$ cat src/lfps_pkg.sv
`default_nettype none

package lfps_pkg;

  // local clock
  localparam int CLK_PERIOD_NS = 10;

  // transmitted cycle period and its half in clocks
  localparam int LFPS_PERIOD_NS = 40;
  localparam int LFPS_PERIOD_MIN_NS = 20;
  localparam int LFPS_PERIOD_MAX_NS = 100;
  localparam int HALF_CYC = LFPS_PERIOD_NS / (2 * CLK_PERIOD_NS);

  // transmit burst and repeat times
  localparam int POLL_BURST_NS = 1000;
  localparam int POLL_REPEAT_NS = 10000;
  localparam int PING_BURST_NS = 120;
  localparam int PING_REPEAT_NS = 200000000;
  localparam int WARM_BURST_NS = 100000000;
  localparam int U1_MIN_NS = 300;
  localparam int U1_MAX_U1_NS = 900;
  localparam int U1_MAX_U2_NS = 2000000;
  localparam int UX_MIN_NS = 80000;
  localparam int U2_MAX_NS = 2000000;
  localparam int U3_MAX_NS = 10000000;

  // receive classification times
  localparam int RX_U1_THRESH_NS = 300;
  localparam int RX_POLL_MIN_NS = 600;
  localparam int RX_POLL_MAX_NS = 1400;
  localparam int RX_WARM_MIN_NS = 80000000;

  // polling times and the U1 longest time truncate; ping burst, U1 least time and U1 threshold round up
  localparam int POLL_BURST_CYC = POLL_BURST_NS / CLK_PERIOD_NS;
  localparam int POLL_REPEAT_CYC = POLL_REPEAT_NS / CLK_PERIOD_NS;
  localparam int PING_BURST_CYC = (PING_BURST_NS + CLK_PERIOD_NS - 1) / CLK_PERIOD_NS;
  localparam int U1_MIN_CYC = (U1_MIN_NS + CLK_PERIOD_NS - 1) / CLK_PERIOD_NS;
  localparam int U1_MAX_U1_CYC = U1_MAX_U1_NS / CLK_PERIOD_NS;
  localparam int RX_U1_THRESH_CYC = (RX_U1_THRESH_NS + CLK_PERIOD_NS - 1) / CLK_PERIOD_NS;
  localparam int RX_POLL_MIN_CYC = RX_POLL_MIN_NS / CLK_PERIOD_NS;
  localparam int RX_POLL_MAX_CYC = RX_POLL_MAX_NS / CLK_PERIOD_NS;

  // message kinds
  typedef enum logic [2:0] {
    MSG_POLLING = 3'h0,
    MSG_PING = 3'h1,
    MSG_WARM_RESET = 3'h2,
    MSG_U1_EXIT = 3'h3,
    MSG_U2_EXIT = 3'h4,
    MSG_U3_WAKE = 3'h5
  } msg_e;

  // transmit request from the link state machine
  typedef struct packed {
    logic go;
    logic hold;
    logic partnerU2;
    msg_e msg;
  } txCmd_s;

  // classification pulses toward the link state machine
  typedef struct packed {
    logic ping;
    logic u1Exit;
    logic polling;
    logic warmReset;
  } rxEvt_s;

endpackage : lfps_pkg

`default_nettype wire

$ cat src/lfps_engine.sv
// Function
// - every transmitted cycle has a period between 20 ns and 100 ns.
// - a burst is continuous cycles for the burst time, one per repeat interval, idle between.
// - the burst length carries the message and the receiver decodes by measured duration.
// - polling bursts last 0.6 to 1.4 us and repeat every 6 to 14 us.
// - ping bursts last 40 to 200 ns with at least two cycles and repeat every 160 to 240 ms.
// - warm reset is one continuous burst of 80 to 120 ms.
// - warm reset and all exit and wakeup signals are single bursts never re-sent.
// - no burst ends before its minimum duration.
// - a U1 exit burst lasts at least 300 ns and at most 900 ns, or 2 ms if the partner is in U2.
// - U2 or loopback exit and U3 wakeup last at least 80 us, ending by 2 ms or 10 ms.
// - a response to U2 exit or U3 wakeup also carries at least 80 us of signalling.
// - ping is declared from one burst's duration alone, ignoring the repeat interval.
// - a port watching for U1 exit tells a ping apart from a U1 exit burst.
// - a burst still active at 300 ns is U1 exit and starts the U1 exit answer burst.
// - a burst ending before 300 ns is a ping and gets no answer.
`timescale 1ns/1ps
`default_nettype none

module lfps_engine #(
  parameter int CNT_W = 25,
  parameter int PING_REPEAT_CYC = lfps_pkg::PING_REPEAT_NS / lfps_pkg::CLK_PERIOD_NS,
  parameter int WARM_BURST_CYC = lfps_pkg::WARM_BURST_NS / lfps_pkg::CLK_PERIOD_NS,
  parameter int U1_MAX_U2_CYC = lfps_pkg::U1_MAX_U2_NS / lfps_pkg::CLK_PERIOD_NS,
  parameter int UX_MIN_CYC = (lfps_pkg::UX_MIN_NS + lfps_pkg::CLK_PERIOD_NS - 1)
                             / lfps_pkg::CLK_PERIOD_NS,
  parameter int U2_MAX_CYC = lfps_pkg::U2_MAX_NS / lfps_pkg::CLK_PERIOD_NS,
  parameter int U3_MAX_CYC = lfps_pkg::U3_MAX_NS / lfps_pkg::CLK_PERIOD_NS,
  parameter int RX_WARM_CYC = lfps_pkg::RX_WARM_MIN_NS / lfps_pkg::CLK_PERIOD_NS
) (
  input wire logic ref_clk,
  input wire logic rst,
  input wire lfps_pkg::txCmd_s txCmd,
  input wire logic u1Watch,
  input wire logic rxIdle,
  output logic txLfps,
  output logic txActive,
  output logic txBusy,
  output logic txDone,
  output lfps_pkg::rxEvt_s rxEvt
);

  // elaboration checks on counts the logic must hold
  localparam int PERIOD_CHK = 2 * lfps_pkg::HALF_CYC * lfps_pkg::CLK_PERIOD_NS;
  if (PERIOD_CHK < lfps_pkg::LFPS_PERIOD_MIN_NS || PERIOD_CHK > lfps_pkg::LFPS_PERIOD_MAX_NS)
    $error("cycle period out of range");
  if (lfps_pkg::HALF_CYC < 1)
    $error("half period below one clock");
  // 2 ** CNT_W must stay a positive int, so the width stops at 30
  if (CNT_W < 4 || CNT_W > 30 || PING_REPEAT_CYC >= (2 ** CNT_W) || RX_WARM_CYC >= (2 ** CNT_W)
      || WARM_BURST_CYC >= (2 ** CNT_W) || U1_MAX_U2_CYC >= (2 ** CNT_W)
      || U2_MAX_CYC >= (2 ** CNT_W) || U3_MAX_CYC >= (2 ** CNT_W))
    $error("counter width too small for counts");
  if (UX_MIN_CYC > U2_MAX_CYC || UX_MIN_CYC > U3_MAX_CYC || U1_MAX_U2_CYC < lfps_pkg::U1_MIN_CYC)
    $error("burst limits inconsistent");

  typedef logic [CNT_W-1:0] cnt_t;

  typedef enum logic [2:0] {
    S_IDLE = 3'b001,
    S_BURST = 3'b010,
    S_GAP = 3'b100
  } txState_e;

  // least burst length per message
  function automatic cnt_t burstMin(input lfps_pkg::msg_e m);
    unique case (m)
      lfps_pkg::MSG_POLLING: burstMin = cnt_t'(lfps_pkg::POLL_BURST_CYC);
      lfps_pkg::MSG_PING: burstMin = cnt_t'(lfps_pkg::PING_BURST_CYC);
      lfps_pkg::MSG_WARM_RESET: burstMin = cnt_t'(WARM_BURST_CYC);
      lfps_pkg::MSG_U1_EXIT: burstMin = cnt_t'(lfps_pkg::U1_MIN_CYC);
      lfps_pkg::MSG_U2_EXIT, lfps_pkg::MSG_U3_WAKE: burstMin = cnt_t'(UX_MIN_CYC);
      default: burstMin = cnt_t'(lfps_pkg::POLL_BURST_CYC);
    endcase
  endfunction : burstMin

  // longest burst length per message
  function automatic cnt_t burstMax(input lfps_pkg::msg_e m, input logic pU2);
    unique case (m)
      lfps_pkg::MSG_U1_EXIT:
        burstMax = pU2 ? cnt_t'(U1_MAX_U2_CYC) : cnt_t'(lfps_pkg::U1_MAX_U1_CYC);
      lfps_pkg::MSG_U2_EXIT: burstMax = cnt_t'(U2_MAX_CYC);
      lfps_pkg::MSG_U3_WAKE: burstMax = cnt_t'(U3_MAX_CYC);
      default: burstMax = burstMin(m);
    endcase
  endfunction : burstMax

  // transmit state
  txState_e state_reg, state_next;
  lfps_pkg::msg_e msg_reg;
  logic partnerU2_reg;
  cnt_t txCnt_reg, txCnt_next;
  logic [7:0] halfCnt_reg, halfCnt_next;
  logic txLfps_next;

  // receive state
  logic idleMeta_reg, idleSync_reg, prevActive_reg;
  cnt_t rxCnt_reg, rxCnt_next;

  // receive duration measurement decode
  wire rxActive = ~idleSync_reg;
  wire rxRise = rxActive & ~prevActive_reg;
  wire rxFall = ~rxActive & prevActive_reg;
  wire rxCntMax = &rxCnt_reg;
  wire pingHit = rxFall & (rxCnt_reg < cnt_t'(lfps_pkg::RX_U1_THRESH_CYC));
  wire u1Hit = rxActive & prevActive_reg & u1Watch
               & (rxCnt_reg == cnt_t'(lfps_pkg::RX_U1_THRESH_CYC));
  wire pollHit = rxFall & (rxCnt_reg >= cnt_t'(lfps_pkg::RX_POLL_MIN_CYC))
                 & (rxCnt_reg <= cnt_t'(lfps_pkg::RX_POLL_MAX_CYC));
  wire warmHit = rxActive & prevActive_reg & (rxCnt_reg == cnt_t'(RX_WARM_CYC));

  // transmit start and burst limits
  wire txIdle = (state_reg == S_IDLE);
  wire startGo = txIdle & (txCmd.go | u1Hit);
  wire lfps_pkg::msg_e startMsg = txCmd.go ? txCmd.msg : lfps_pkg::MSG_U1_EXIT;
  wire repeating = (msg_reg == lfps_pkg::MSG_POLLING) | (msg_reg == lfps_pkg::MSG_PING);
  wire cnt_t curMin = burstMin(msg_reg);
  wire cnt_t curMax = burstMax(msg_reg, partnerU2_reg);
  wire cnt_t curRep = (msg_reg == lfps_pkg::MSG_PING) ? cnt_t'(PING_REPEAT_CYC)
                                                      : cnt_t'(lfps_pkg::POLL_REPEAT_CYC);
  wire cnt_t txCntInc = txCnt_reg + cnt_t'(1);
  wire burstEnd = (txCntInc >= curMin) & (~txCmd.hold | (txCntInc >= curMax));
  wire repeatEnd = txCntInc >= curRep;
  wire halfEnd = halfCnt_reg == 8'(lfps_pkg::HALF_CYC - 1);

  // transmit sequencer: burst, then stop, or for polling and ping an idle gap, then repeat or stop
  always_comb begin
    state_next = state_reg;
    txCnt_next = txCntInc;
    halfCnt_next = halfEnd ? 8'h00 : halfCnt_reg + 8'h01;
    txLfps_next = halfEnd ? ~txLfps : txLfps;
    unique case (state_reg)
      S_IDLE: begin
        txCnt_next = '0;
        halfCnt_next = 8'h00;
        txLfps_next = 1'b0;
        if (startGo) begin
          state_next = S_BURST;
          txLfps_next = 1'b1;
        end
      end
      S_BURST: begin
        if (burstEnd) begin
          txLfps_next = 1'b0;
          state_next = repeating ? S_GAP : S_IDLE;
        end
      end
      S_GAP: begin
        txLfps_next = 1'b0;
        halfCnt_next = 8'h00;
        if (repeatEnd) begin
          txCnt_next = '0;
          if (txCmd.hold) begin
            state_next = S_BURST;
            txLfps_next = 1'b1;
          end else begin
            state_next = S_IDLE;
          end
        end
      end
      default: state_next = S_IDLE;
    endcase
  end

  // receive duration counter, restarted at each break of idle
  always_comb begin
    rxCnt_next = rxCnt_reg;
    if (rxRise) begin
      rxCnt_next = cnt_t'(1);
    end else if (rxActive && !rxCntMax) begin
      rxCnt_next = rxCnt_reg + cnt_t'(1);
    end
  end

  // transmit registers
  always_ff @(posedge ref_clk) begin
    if (rst) begin
      state_reg <= S_IDLE;
      txCnt_reg <= '0;
      halfCnt_reg <= 8'h00;
      txLfps <= 1'b0;
      txActive <= 1'b0;
      txBusy <= 1'b0;
      txDone <= 1'b0;
      msg_reg <= lfps_pkg::MSG_POLLING;
      partnerU2_reg <= 1'b0;
    end else begin
      state_reg <= state_next;
      txCnt_reg <= txCnt_next;
      halfCnt_reg <= halfCnt_next;
      txLfps <= txLfps_next;
      txActive <= (state_next == S_BURST);
      txBusy <= (state_next != S_IDLE);
      txDone <= ~txIdle & (state_next == S_IDLE);
      if (startGo) begin
        msg_reg <= startMsg;
        partnerU2_reg <= txCmd.partnerU2;
      end
    end
  end

  // idle detector synchroniser and classification pulses
  always_ff @(posedge ref_clk) begin
    if (rst) begin
      idleMeta_reg <= 1'b1;
      idleSync_reg <= 1'b1;
      prevActive_reg <= 1'b0;
      rxCnt_reg <= '0;
      rxEvt <= '0;
    end else begin
      idleMeta_reg <= rxIdle;
      idleSync_reg <= idleMeta_reg;
      prevActive_reg <= rxActive;
      rxCnt_reg <= rxCnt_next;
      rxEvt.ping <= pingHit;
      rxEvt.u1Exit <= u1Hit;
      rxEvt.polling <= pollHit;
      rxEvt.warmReset <= warmHit;
    end
  end

endmodule : lfps_engine

`default_nettype wire

$ cat config.mk
export PLATFORM = sky130hd
export DESIGN_NAME = lfps_engine
export DESIGN_NICKNAME = d
export VERILOG_FILES = /design/src/lfps_pkg.sv /design/src/lfps_engine.sv
export SDC_FILE = /design/constraint.sdc
export NUM_CORES = 1
export LEC_CHECK = 0
export BUFFER_PORTS_ARGS = -buffer_cell sky130_fd_sc_hd__buf_2
export CAP_MARGIN = 20
export CORE_MARGIN = 4
export CORE_UTILIZATION = 55
export CTS_CLUSTER_DIAMETER = 200
export CTS_CLUSTER_SIZE = 30
export DETAILED_ROUTE_END_ITERATION = 16
export PLACE_DENSITY = 0.75
export SETUP_SLACK_MARGIN = 0.2
export SKIP_LAST_GASP = 1
export SYNTH_ARGS = -nofsm -noshare
export SYNTH_HDL_FRONTEND = slang
export SYNTH_SLANG_ARGS = --single-unit
$ cat constraint.sdc
create_clock -name ref_clk -period 8.7 [get_ports ref_clk]
set_input_delay 0 -clock ref_clk [delete_from_list [all_inputs] [get_ports ref_clk]]
set_output_delay 0 -clock ref_clk [all_outputs]
set_load 0.005 [all_outputs]
# Yosys cells after proc, flatten, opt, wreduce, memory -nomap -nowiden
# Index checks and enable logic that the tools add are counted.
# W data, S select, Z words.
[totals]
register_bits = 76
input_bits = 10
output_inout_bits = 8
wordCells = 91
[op_classes]
addsub = 3
order_cmp = 6
n_eq_ne = 14
muxes = 22
n_bitwise = 20
reduce_logical = 8
[op_table]
columns = ["op", "n"]
rows = [
  ["$pmux W24 S3", 2],
  ["$pmux W24 S4", 1],
  ["$ge A25 B25 Y1", 3],
  ["$add A25 B1 Y25 const B", 2],
  ["$mux W25", 2],
  ["$pmux W25 S2", 1],
  ["$eq A25 B23 Y1 const B", 1],
  ["$eq A25 B5 Y1 const B", 1],
  ["$ge A25 B6 Y1 const B", 1],
  ["$le A25 B8 Y1 const B", 1],
  ["$lt A25 B5 Y1 const B", 1],
  ["$reduce_and A25 Y1", 1],
  ["$mux W18", 1],
  ["$mux W3", 5],
  ["$and A1 B1 Y1", 12],
  ["$eq A3 B2 Y1 const B", 4],
  ["$eq A3 B1 Y1 const B", 3],
  ["$eq A3 B3 Y1 const B", 3],
  ["$pmux W3 S3", 1],
  ["$add A8 B1 Y8 const B", 1],
  ["$eq A8 B1 Y1 const B", 1],
  ["$mux W1", 7],
  ["$not A1 Y1", 5],
  ["$reduce_or A2 Y1", 2],
  ["9 further kinds", 11],
]

# Logic depth before layout (Yosys ltp)
# Gate-level depths: netlist of the first run.
[depth]
depth_word = 11
mapped_depth = 14
mapped_depth_nobuf = 14

# Worst setup path after synthesis of the first run
# No wires, ideal clock.
[synth_timing]
path_kind = "flip-flop to flip-flop"
start = "register txCnt_reg[0]"
end = "register state_reg[0]"
setup_time_ns = 0.143
t_arrival_ns = 3.119
required_time_ns = 8.557
setup_slack_ns = 5.438
path_stages_with_launch = 14
n_path_buf = 0
synth_period_minus_slack_ns = 3.262
cell_sequence = "dfxtp_1 ha_1 and4_1 nand2_1 nor3_1 xor2_1 ha_1 or4_1 a21o_1 o211ai_1 o41ai_1 a21o_1 a211oi_1 o21ai_0"
[synth_via]
elab_chain_len = 6
[synth_rtl]
columns = ["item", "line_no", "source"]
rows = [
  ["from (decl)", "lfps_engine.sv:92", "cnt_t txCnt_reg, txCnt_next;"],
  ["from (signal assigned)", "lfps_engine.sv:189", "txCnt_reg <= txCnt_next;"],
  ["$add A25 B1 Y25 (*)", "lfps_engine.sv:121", "wire cnt_t txCntInc = txCnt_reg + cnt_t'(1);"],
  ["$ge A25 B25 Y1", "lfps_engine.sv:122", "wire burstEnd = (txCntInc >= curMin) & (~txCmd.hold | (txCntInc >= curMax));"],
  ["$or A1 B1 Y1", "lfps_engine.sv:122", ""],
  ["$and A1 B1 Y1", "lfps_engine.sv:122", ""],
  ["$mux W3", "lfps_engine.sv:143", "if (burstEnd) begin"],
  ["$pmux W3 S3 (*)", "lfps_engine.sv:132", "unique case (state_reg)"],
  ["to (signal assigned)", "lfps_engine.sv:188", "state_reg <= state_next;"],
  ["to (decl)", "lfps_engine.sv:89", "txState_e state_reg, state_next;"],
]
# Every way passes the cells marked *; elsewhere a longest branch is shown, timed or not.
# A chain may end at the register's enable or synchronous reset.

# Worst setup path in the final report of the first run
[layout_timing]
start = "register txCnt_reg[3]"
end = "register state_reg[2]"
# Same word-level chain as after synthesis.

==> results of run 1 <==
==> report_power, final <==
group | internal (mW) | switching (mW)
combinational | 0.0319 | 0.0444
sequential | 0.353 | 0.00645
clock | 0.164 | 0.145
==> area by class of cell <==
type | count | area, µm² | share of cell area (%)
clock inverter | 6 | 93.8 | 1.77
tap | 105 | 131 | 2.48
multi-input combinational | 466 | 3150 | 59.5
clock buffer | 10 | 128 | 2.41
timing repair buffer | 27 | 183 | 3.45
inverter | 22 | 82.6 | 1.56
sequential | 76 | 1520 | 28.8
==> what timing repair did <==
| action | in CTS | in global routing |
|---|---|---|
| hold buffers | 9 | 0 |
| hold endpoints to repair | 8 | 0 |
| setup endpoints to repair | 0 | 0 |
==> worst reg2reg max path: cells and delay by family (launching register included) <==
kind,cells,cell delay [ns]
AND/OR/NAND/NOR,6,1.86
AO/OA/AOI/OAI,4,0.97
flip-flops,1,0.43
XOR/XNOR,1,0.34
adder cells (fa/ha/maj),1,0.31
==> per-stage QoR <==
| stage | hold slack [ns] | utilization, % | instances | instance area (µm²) | setup WS (ns) |
|---|---|---|---|---|---|
| after floorplan | 0.104 | - | 575 | 4810 | 5.44 |
| after global placement | 0.197 | 59.4 | 687 | 4980 | 4.74 |
| after detailed placement | 0.198 | 59.4 | 687 | 4980 | 4.74 |
| after CTS | 0.0343 | 63.1 | 712 | 5290 | 4.69 |
| after global routing | 0.0787 | 63.1 | 712 | 5290 | 4.30 |
| final | 0.0419 | 63.1 | 712 | 5290 | 4.63 |
==> worst paths after layout <==
| path | start | endpoint | slack, ns | depth (start not counted) |
|---|---|---|---|---|
| worst max-delay path | txCnt_reg[3]$_SDFF_PP0_ | state_reg[2]$_SDFF_PP0_ | 4.63 | 12 |
| worst min-delay path | txCmd[5] | msg_reg[0]$_SDFFE_PP0P_ | 0.04 | 3 |
| worst min register to register | idleMeta_reg$_SDFF_PP1_ | idleSync_reg$_SDFF_PP1_ | 0.43 | 1 |
| worst max register to register | txCnt_reg[3]$_SDFF_PP0_ | state_reg[2]$_SDFF_PP0_ | 4.63 | 12 |
==> cell usage in the layout, fill, tap and decap left out, types with 12 or more instances in the layout <==
cell	n
or3_1	12
xnor2_1	13
ha_1	52
buf_2	17
nand3_1	34
nor3_1	15
nor4_1	18
o21ai_0	15
nand4_1	17
inv_1	22
xor2_1	30
a21oi_1	26
nor2_1	66
nor2b_1	20
dfxtp_1	76
nand2_1	40
==> logic make-up (layout without fill, tap and decap cells) <==
group | count (synthesis) | after routing | share of synthesized area [%]
AO/OA/AOI/OAI | 96 | 96 | 13.8
flip-flops | 76 | 76 | 31.6
multiplexers | 1 | 1 | 0.208
adder cells (fa/ha/maj) | 53 | 53 | 13.7
AND/OR/NAND/NOR | 273 | 273 | 29.9
XOR/XNOR | 43 | 43 | 7.83
buffers and inverters | 33 | 65 | 2.94
==> layer usage <==
layer / up-vias / part of all wire (%)
met1: 2050 / 46
met3: 25 / 4.3
li1: 2151 / -
met5: - / 0
met4: 0 / 2.4
met2: 109 / 48
==> impl_metrics.json, run 1 <==
{
  "grt_use_met3_pct": 4.55,
  "yosysTopAreaCellShare_pct": 31.6,
  "grt.overflow.total": 0,
  "antenna_found_initial": 0,
  "ios": 18,
  "place.gp.congestion": 0.895,
  "max_cap_violations": 0,
  "ys_ff_latch": 76,
  "synth_area_leader_cell": "dfxtp_1",
  "period_share_pct": 46.8,
  "crit_type": "register to register",
  "final-hold-violation-count": 0,
  "endpoint_kind": "register",
  "cp.arrival_ns": 4.28,
  "cp_slowest_cell": "nor4_1",
  "fmax_mhz": 246,
  "power_density_nw_per_um2": 141,
  "grt_usage_pct": 23.1,
  "fill_cells": 734,
  "required_ns": 8.91,
  "drtIter0Drc": 195,
  "cp_top_family": "simple AND/OR/NAND/NOR gates",
  "ant_nets": 0,
  "synth-warning-count": 0,
  "cts.clk_slew.worst_paths_ns": 0.09,
  "die_y_um": 102,
  "syn_to_final_growth_pct": 9.91,
  "cts_resized": 0,
  "routed_wl_mm": 11.1,
  "grt_busiest_layer": "met2",
  "grtUsageMet1_pct": 29.8,
  "outcome": "complete, no violations",
  "drtPass1Iterations": 4,
  "numCtsBuffers": 9,
  "path_cells": "nand4_1 > nor4_1 > nor3b_1 > xor2_1 > ha_1 > and3_1 > nand3_1 > nor2_1 > a221o_1 > a311o_1 > o31ai_2 > o22ai_1",
  "yosysSeqAreaShare_pct": 31.6,
  "insertion_delay_ns": 0.36,
  "p_leak_nw": 2.20,
  "cts_tree": "built",
  "row_count": 33,
  "grtUsageMet2_pct": 38.1,
  "async_flop_share_pct": 0,
  "clockBufferDepth": 2,
  "yosys.cell_count.top_type": "dfxtp_1",
  "grt_pass1_wl_mm": 19.2,
  "critPathMaxStageDelay_ns": 0.74,
  "synth_nets": 637,
  "drive_above_1_share_pct": 8.90,
  "die-area_um2": 10300,
  "clock_sinks": 76,
  "initial_core_util_pct": 57.4,
  "grt_pass1_vias": 4121,
  "place_hpwl_mm": 8.34,
  "power_mw": 0.745,
  "report.final.slew_viol_count": 0,
  "ir_worst_vdd_v": 0.0000749,
  "synth.avg_cell_area_um2": 8.37,
  "setup_viol": 0,
  "cts-root-buf": "clkbuf_8",
  "rsz0062_at_grt": "no",
  "tns_ns": 0,
  "layout_min_cycle_time_ns": 4.07,
  "worstPathMaxFanout": 11,
  "critPathBufInv": 0,
  "synth_edf_count": 0,
  "netlist-cell-type-count": 61,
  "grt_max_degree": 26,
  "critPathLaunchType": "register",
  "slew_headroom_pct": 53.1,
  "netlist_top_cells_count": "dfxtp_1, nor2_1, ha_1, nand2_1, nand3_1",
  "insertedDiodeCount": 0,
  "htree_levels": 3,
  "hold_path.class": "input port to register",
  "syn_inst": 575,
  "skew_ns": 0.00877,
  "die_w_um": 102,
  "synthFlopType": "dfxtp_1",
  "vias": 4335,
  "fin_nets": 664,
  "port_buffers": 17,
  "core-area_um2": 8380,
  "worst-slew-pin-transition_ns": 0.697,
  "post_drt_wl_per_cell_um": 15.6,
  "post-route-drc-count": 0,
  "avgViaCountPerCell": 6.09,
  "synth_area_um2": 4810,
  "cts_setup_buffers": 0,
  "yosys-top-cells-area": "dfxtp_1, ha_1, xor2_1"
}
No activity file was read; power rests on OpenSTA's default activity.
==> run 2, diff against run 1 <==
ABC_AREA = 1   (was not set)
clock period = 4 ns   (was 8.7 ns; I/O delays follow)
==> run 2 against run 1 <==
Net effect:
- clock skew is 0.0034 ns higher
- synthesized cell count is 44% higher
- first-iteration DRC count is 75% higher
- sequential power is 120% higher
==> impl_metrics.json, run 2 <==
{
  "clock_sinks": 76,
  "r2r_start": "txCnt_reg[0]$_SDFF_PP0_",
  "netlist_top_cells_count": "nand2_1, inv_1, nor2_1, dfxtp_1, nand3_1",
  "yosys-top-cells-area": "dfxtp_1, nand2_1, ha_1",
  "grt_pass1_wl_mm": 22.3,
  "crit_top_cell": "nand2_1",
  "async_flop_share_pct": 0,
  "r2r_end": "txLfps$_SDFF_PP0_",
  "final_core_util_pct": 61.7,
  "final-hold-violation-count": 0,
  "drtIter0Drc": 341,
  "grt_pass1_vias": 5138,
  "worstPathMaxFanout": 8,
  "cp_slowest_cell": "dfxtp_2",
  "fmax_mhz": 307,
  "critPathLaunch": "txCnt_reg[0]$_SDFF_PP0_",
  "vias": 5377,
  "ios": 18,
  "ant_nets": 0,
  "final_common_cell": "nand2_1",
  "routed_wl_mm": 12.7,
  "rsz0062_at_grt": "no",
  "slew_headroom_pct": 45.8,
  "r2r_slack_ns": 0.75,
  "antenna_found_initial": 0,
  "numCtsBuffers": 9,
  "syn_to_final_growth_pct": 9.75,
  "synth.avg_cell_area_um2": 6.56,
  "holdWs_ns": 0.0604,
  "synthFlopType": "dfxtp_1",
  "outcome": "complete, no violations",
  "die-area_um2": 11500,
  "tns_ns": 0,
  "core-area_um2": 9680,
  "r2r.worst_path.cells": 26,
  "die_w_um": 107,
  "ys_ff_latch": 76,
  "grt_max_degree": 26,
  "cts_tree": "built",
  "initial_core_util_pct": 56.2,
  "port_buffers": 17,
  "setup_viol": 0,
  "synth_area_leader_cell": "dfxtp_1",
  "insertion_delay_ns": 0.36,
  "grt.overflow.total": 0,
  "avgViaCountPerCell": 5.40,
  "synth_edf_count": 0,
  "die_y_um": 107,
  "syn_inst": 829,
  "fin_nets": 920,
  "critPathMaxStageDelay_ns": 0.39,
  "worst-slew-pin-transition_ns": 0.810,
  "cp.arrival_ns": 3.51,
  "mostFrequentLayoutCells": "nand2_1, inv_1, nor2_1, dfxtp_1, nand3_1",
  "synth_nets": 891,
  "required_ns": 4.25,
  "layout_min_cycle_time_ns": 3.25,
  "grt_usage_pct": 23.5,
  "place_area_um2": 5650,
  "post_drt_wl_per_cell_um": 12.8,
  "cts-root-buf": "clkbuf_8",
  "row_count": 36,
  "cts.clk_slew.worst_paths_ns": 0.09,
  "htree_levels": 3,
  "crit_path_end": "txLfps$_SDFF_PP0_",
  "drive_above_1_share_pct": 8.23,
  "ir_worst_vdd_v": 0.000221,
  "period_share_pct": 81.3,
  "insertedDiodeCount": 0,
  "report.final.slew_viol_count": 0,
  "endpoint_kind": "register",
  "yosys.cell_count.top_type": "nand2_1",
  "yosysSeqAreaShare_pct": 28.0,
  "synth-warning-count": 0,
  "place.gp.congestion": 0.935,
  "max_cap_violations": 0,
  "yosysTopAreaCellShare_pct": 28.0,
  "skew_ns": 0.0121,
  "crit_type": "register to register",
  "clockBufferDepth": 2,
  "synth_area_um2": 5440,
  "post-route-drc-count": 0,
  "p_leak_nw": 2.78,
  "critPathLaunchType": "register",
  "fin_area_um2": 5970,
  "drtPass1Iterations": 5,
  "netlist-cell-type-count": 36,
  "power_density_nw_per_um2": 287,
  "place_hpwl_mm": 10.1,
  "hold_path.class": "input port to register"
}
-- run 2: cell types whose count changed after synthesis, moves of 8 or more --
cell,previous run,this run
a21oi_1,26,48
and3_1,10,2
inv_1,22,125
nand2_1,40,195
nand2b_1,9,0
nand3_1,34,53
nor2_1,66,107
nor2_2,0,13
nor2b_1,20,1
nor3_1,15,24
or3_1,12,0
xor2_1,30,15
-- run 2: cell type report --
class / count / area, µm²
Tap cell: 133 / 166
Inverter: 126 / 473
Clock buffer: 9 / 124
Fill cell: 873 / 3710
Sequential cell: 76 / 1520
Multi-Input combinational cell: 616 / 3390
Timing Repair Buffer: 29 / 195
Clock inverter: 7 / 105
-- run 2: repair_timing --
action	4_1_cts	5_1_grt
gates resized for setup	0	1
endpoints found under the setup margin	0	5
buffers inserted	0	2
endpoints found under the hold margin	11	0
hold buffers	8	0
-- run 2: cell families after synthesis --
| logic type | Yosys count | share of synthesized area (%) |
|---|---|---|
| simple gates | 460 | 38.4 |
| fa+ha+maj | 52 | 12.0 |
| buf+inv | 137 | 9.82 |
| compound gates | 82 | 8.37 |
| xor+xnor | 22 | 3.54 |
| flops | 76 | 28.0 |
-- run 2: power by group --
part	total (mW)	switching (mW)	internal, mW	leakage [nW]
logic	0.233	0.148	0.0852	2.05
clock network	0.696	0.333	0.363	0.113
registers	0.788	0.0151	0.773	0.616
total	1.72	0.496	1.22	2.78
-- run 2: worst max-delay path: cells and delay by family, from the launching register on --
kind / cells / cell delay, ns
simple gates: 20 / 1.89
xor+xnor: 1 / 0.18
flops: 1 / 0.39
buf+inv: 3 / 0.20
fa+ha+maj: 2 / 0.48
-- run 2: how the worst min path moves through the flow --
| stage | from | end | slack [ns] | cells after the start |
|---|---|---|---|---|
| floorplan | rxIdle | idleMeta_reg$_SDFF_PP1_ | 0.10 | 1 |
| global placement | rxIdle | idleMeta_reg$_SDFF_PP1_ | 0.19 | 2 |
| detailed placement | rxIdle | idleMeta_reg$_SDFF_PP1_ | 0.19 | 2 |
| CTS | txCmd[4] | state_reg[0]$_SDFF_PP1_ | 0.03 | 4 |
| global route | txCmd[4] | state_reg[0]$_SDFF_PP1_ | 0.09 | 4 |
| finish | txCmd[4] | state_reg[0]$_SDFF_PP1_ | 0.06 | 4 |
-- run 2: stage by stage --
step	instances	power [mW]	worst slack, ns
2_1_floorplan	829	0.972	1.06
3_3_place_gp	970	1.02	0.785
3_5_place_dp	970	1.03	0.646
4_1_cts	994	1.73	0.615
5_1_grt	996	1.80	0.245
6_report	996	1.72	0.746
-- run 2: metal layers --
metal	share of wire [%]	track usage, %	vias up	routed length (µm)
li1	-	-	2743	-
met1	43	26.6	2453	5420
met2	49	42.4	144	6270
met3	4.4	4.44	37	565
met4	3.6	10.9	0	463
met5	0	0	-	0
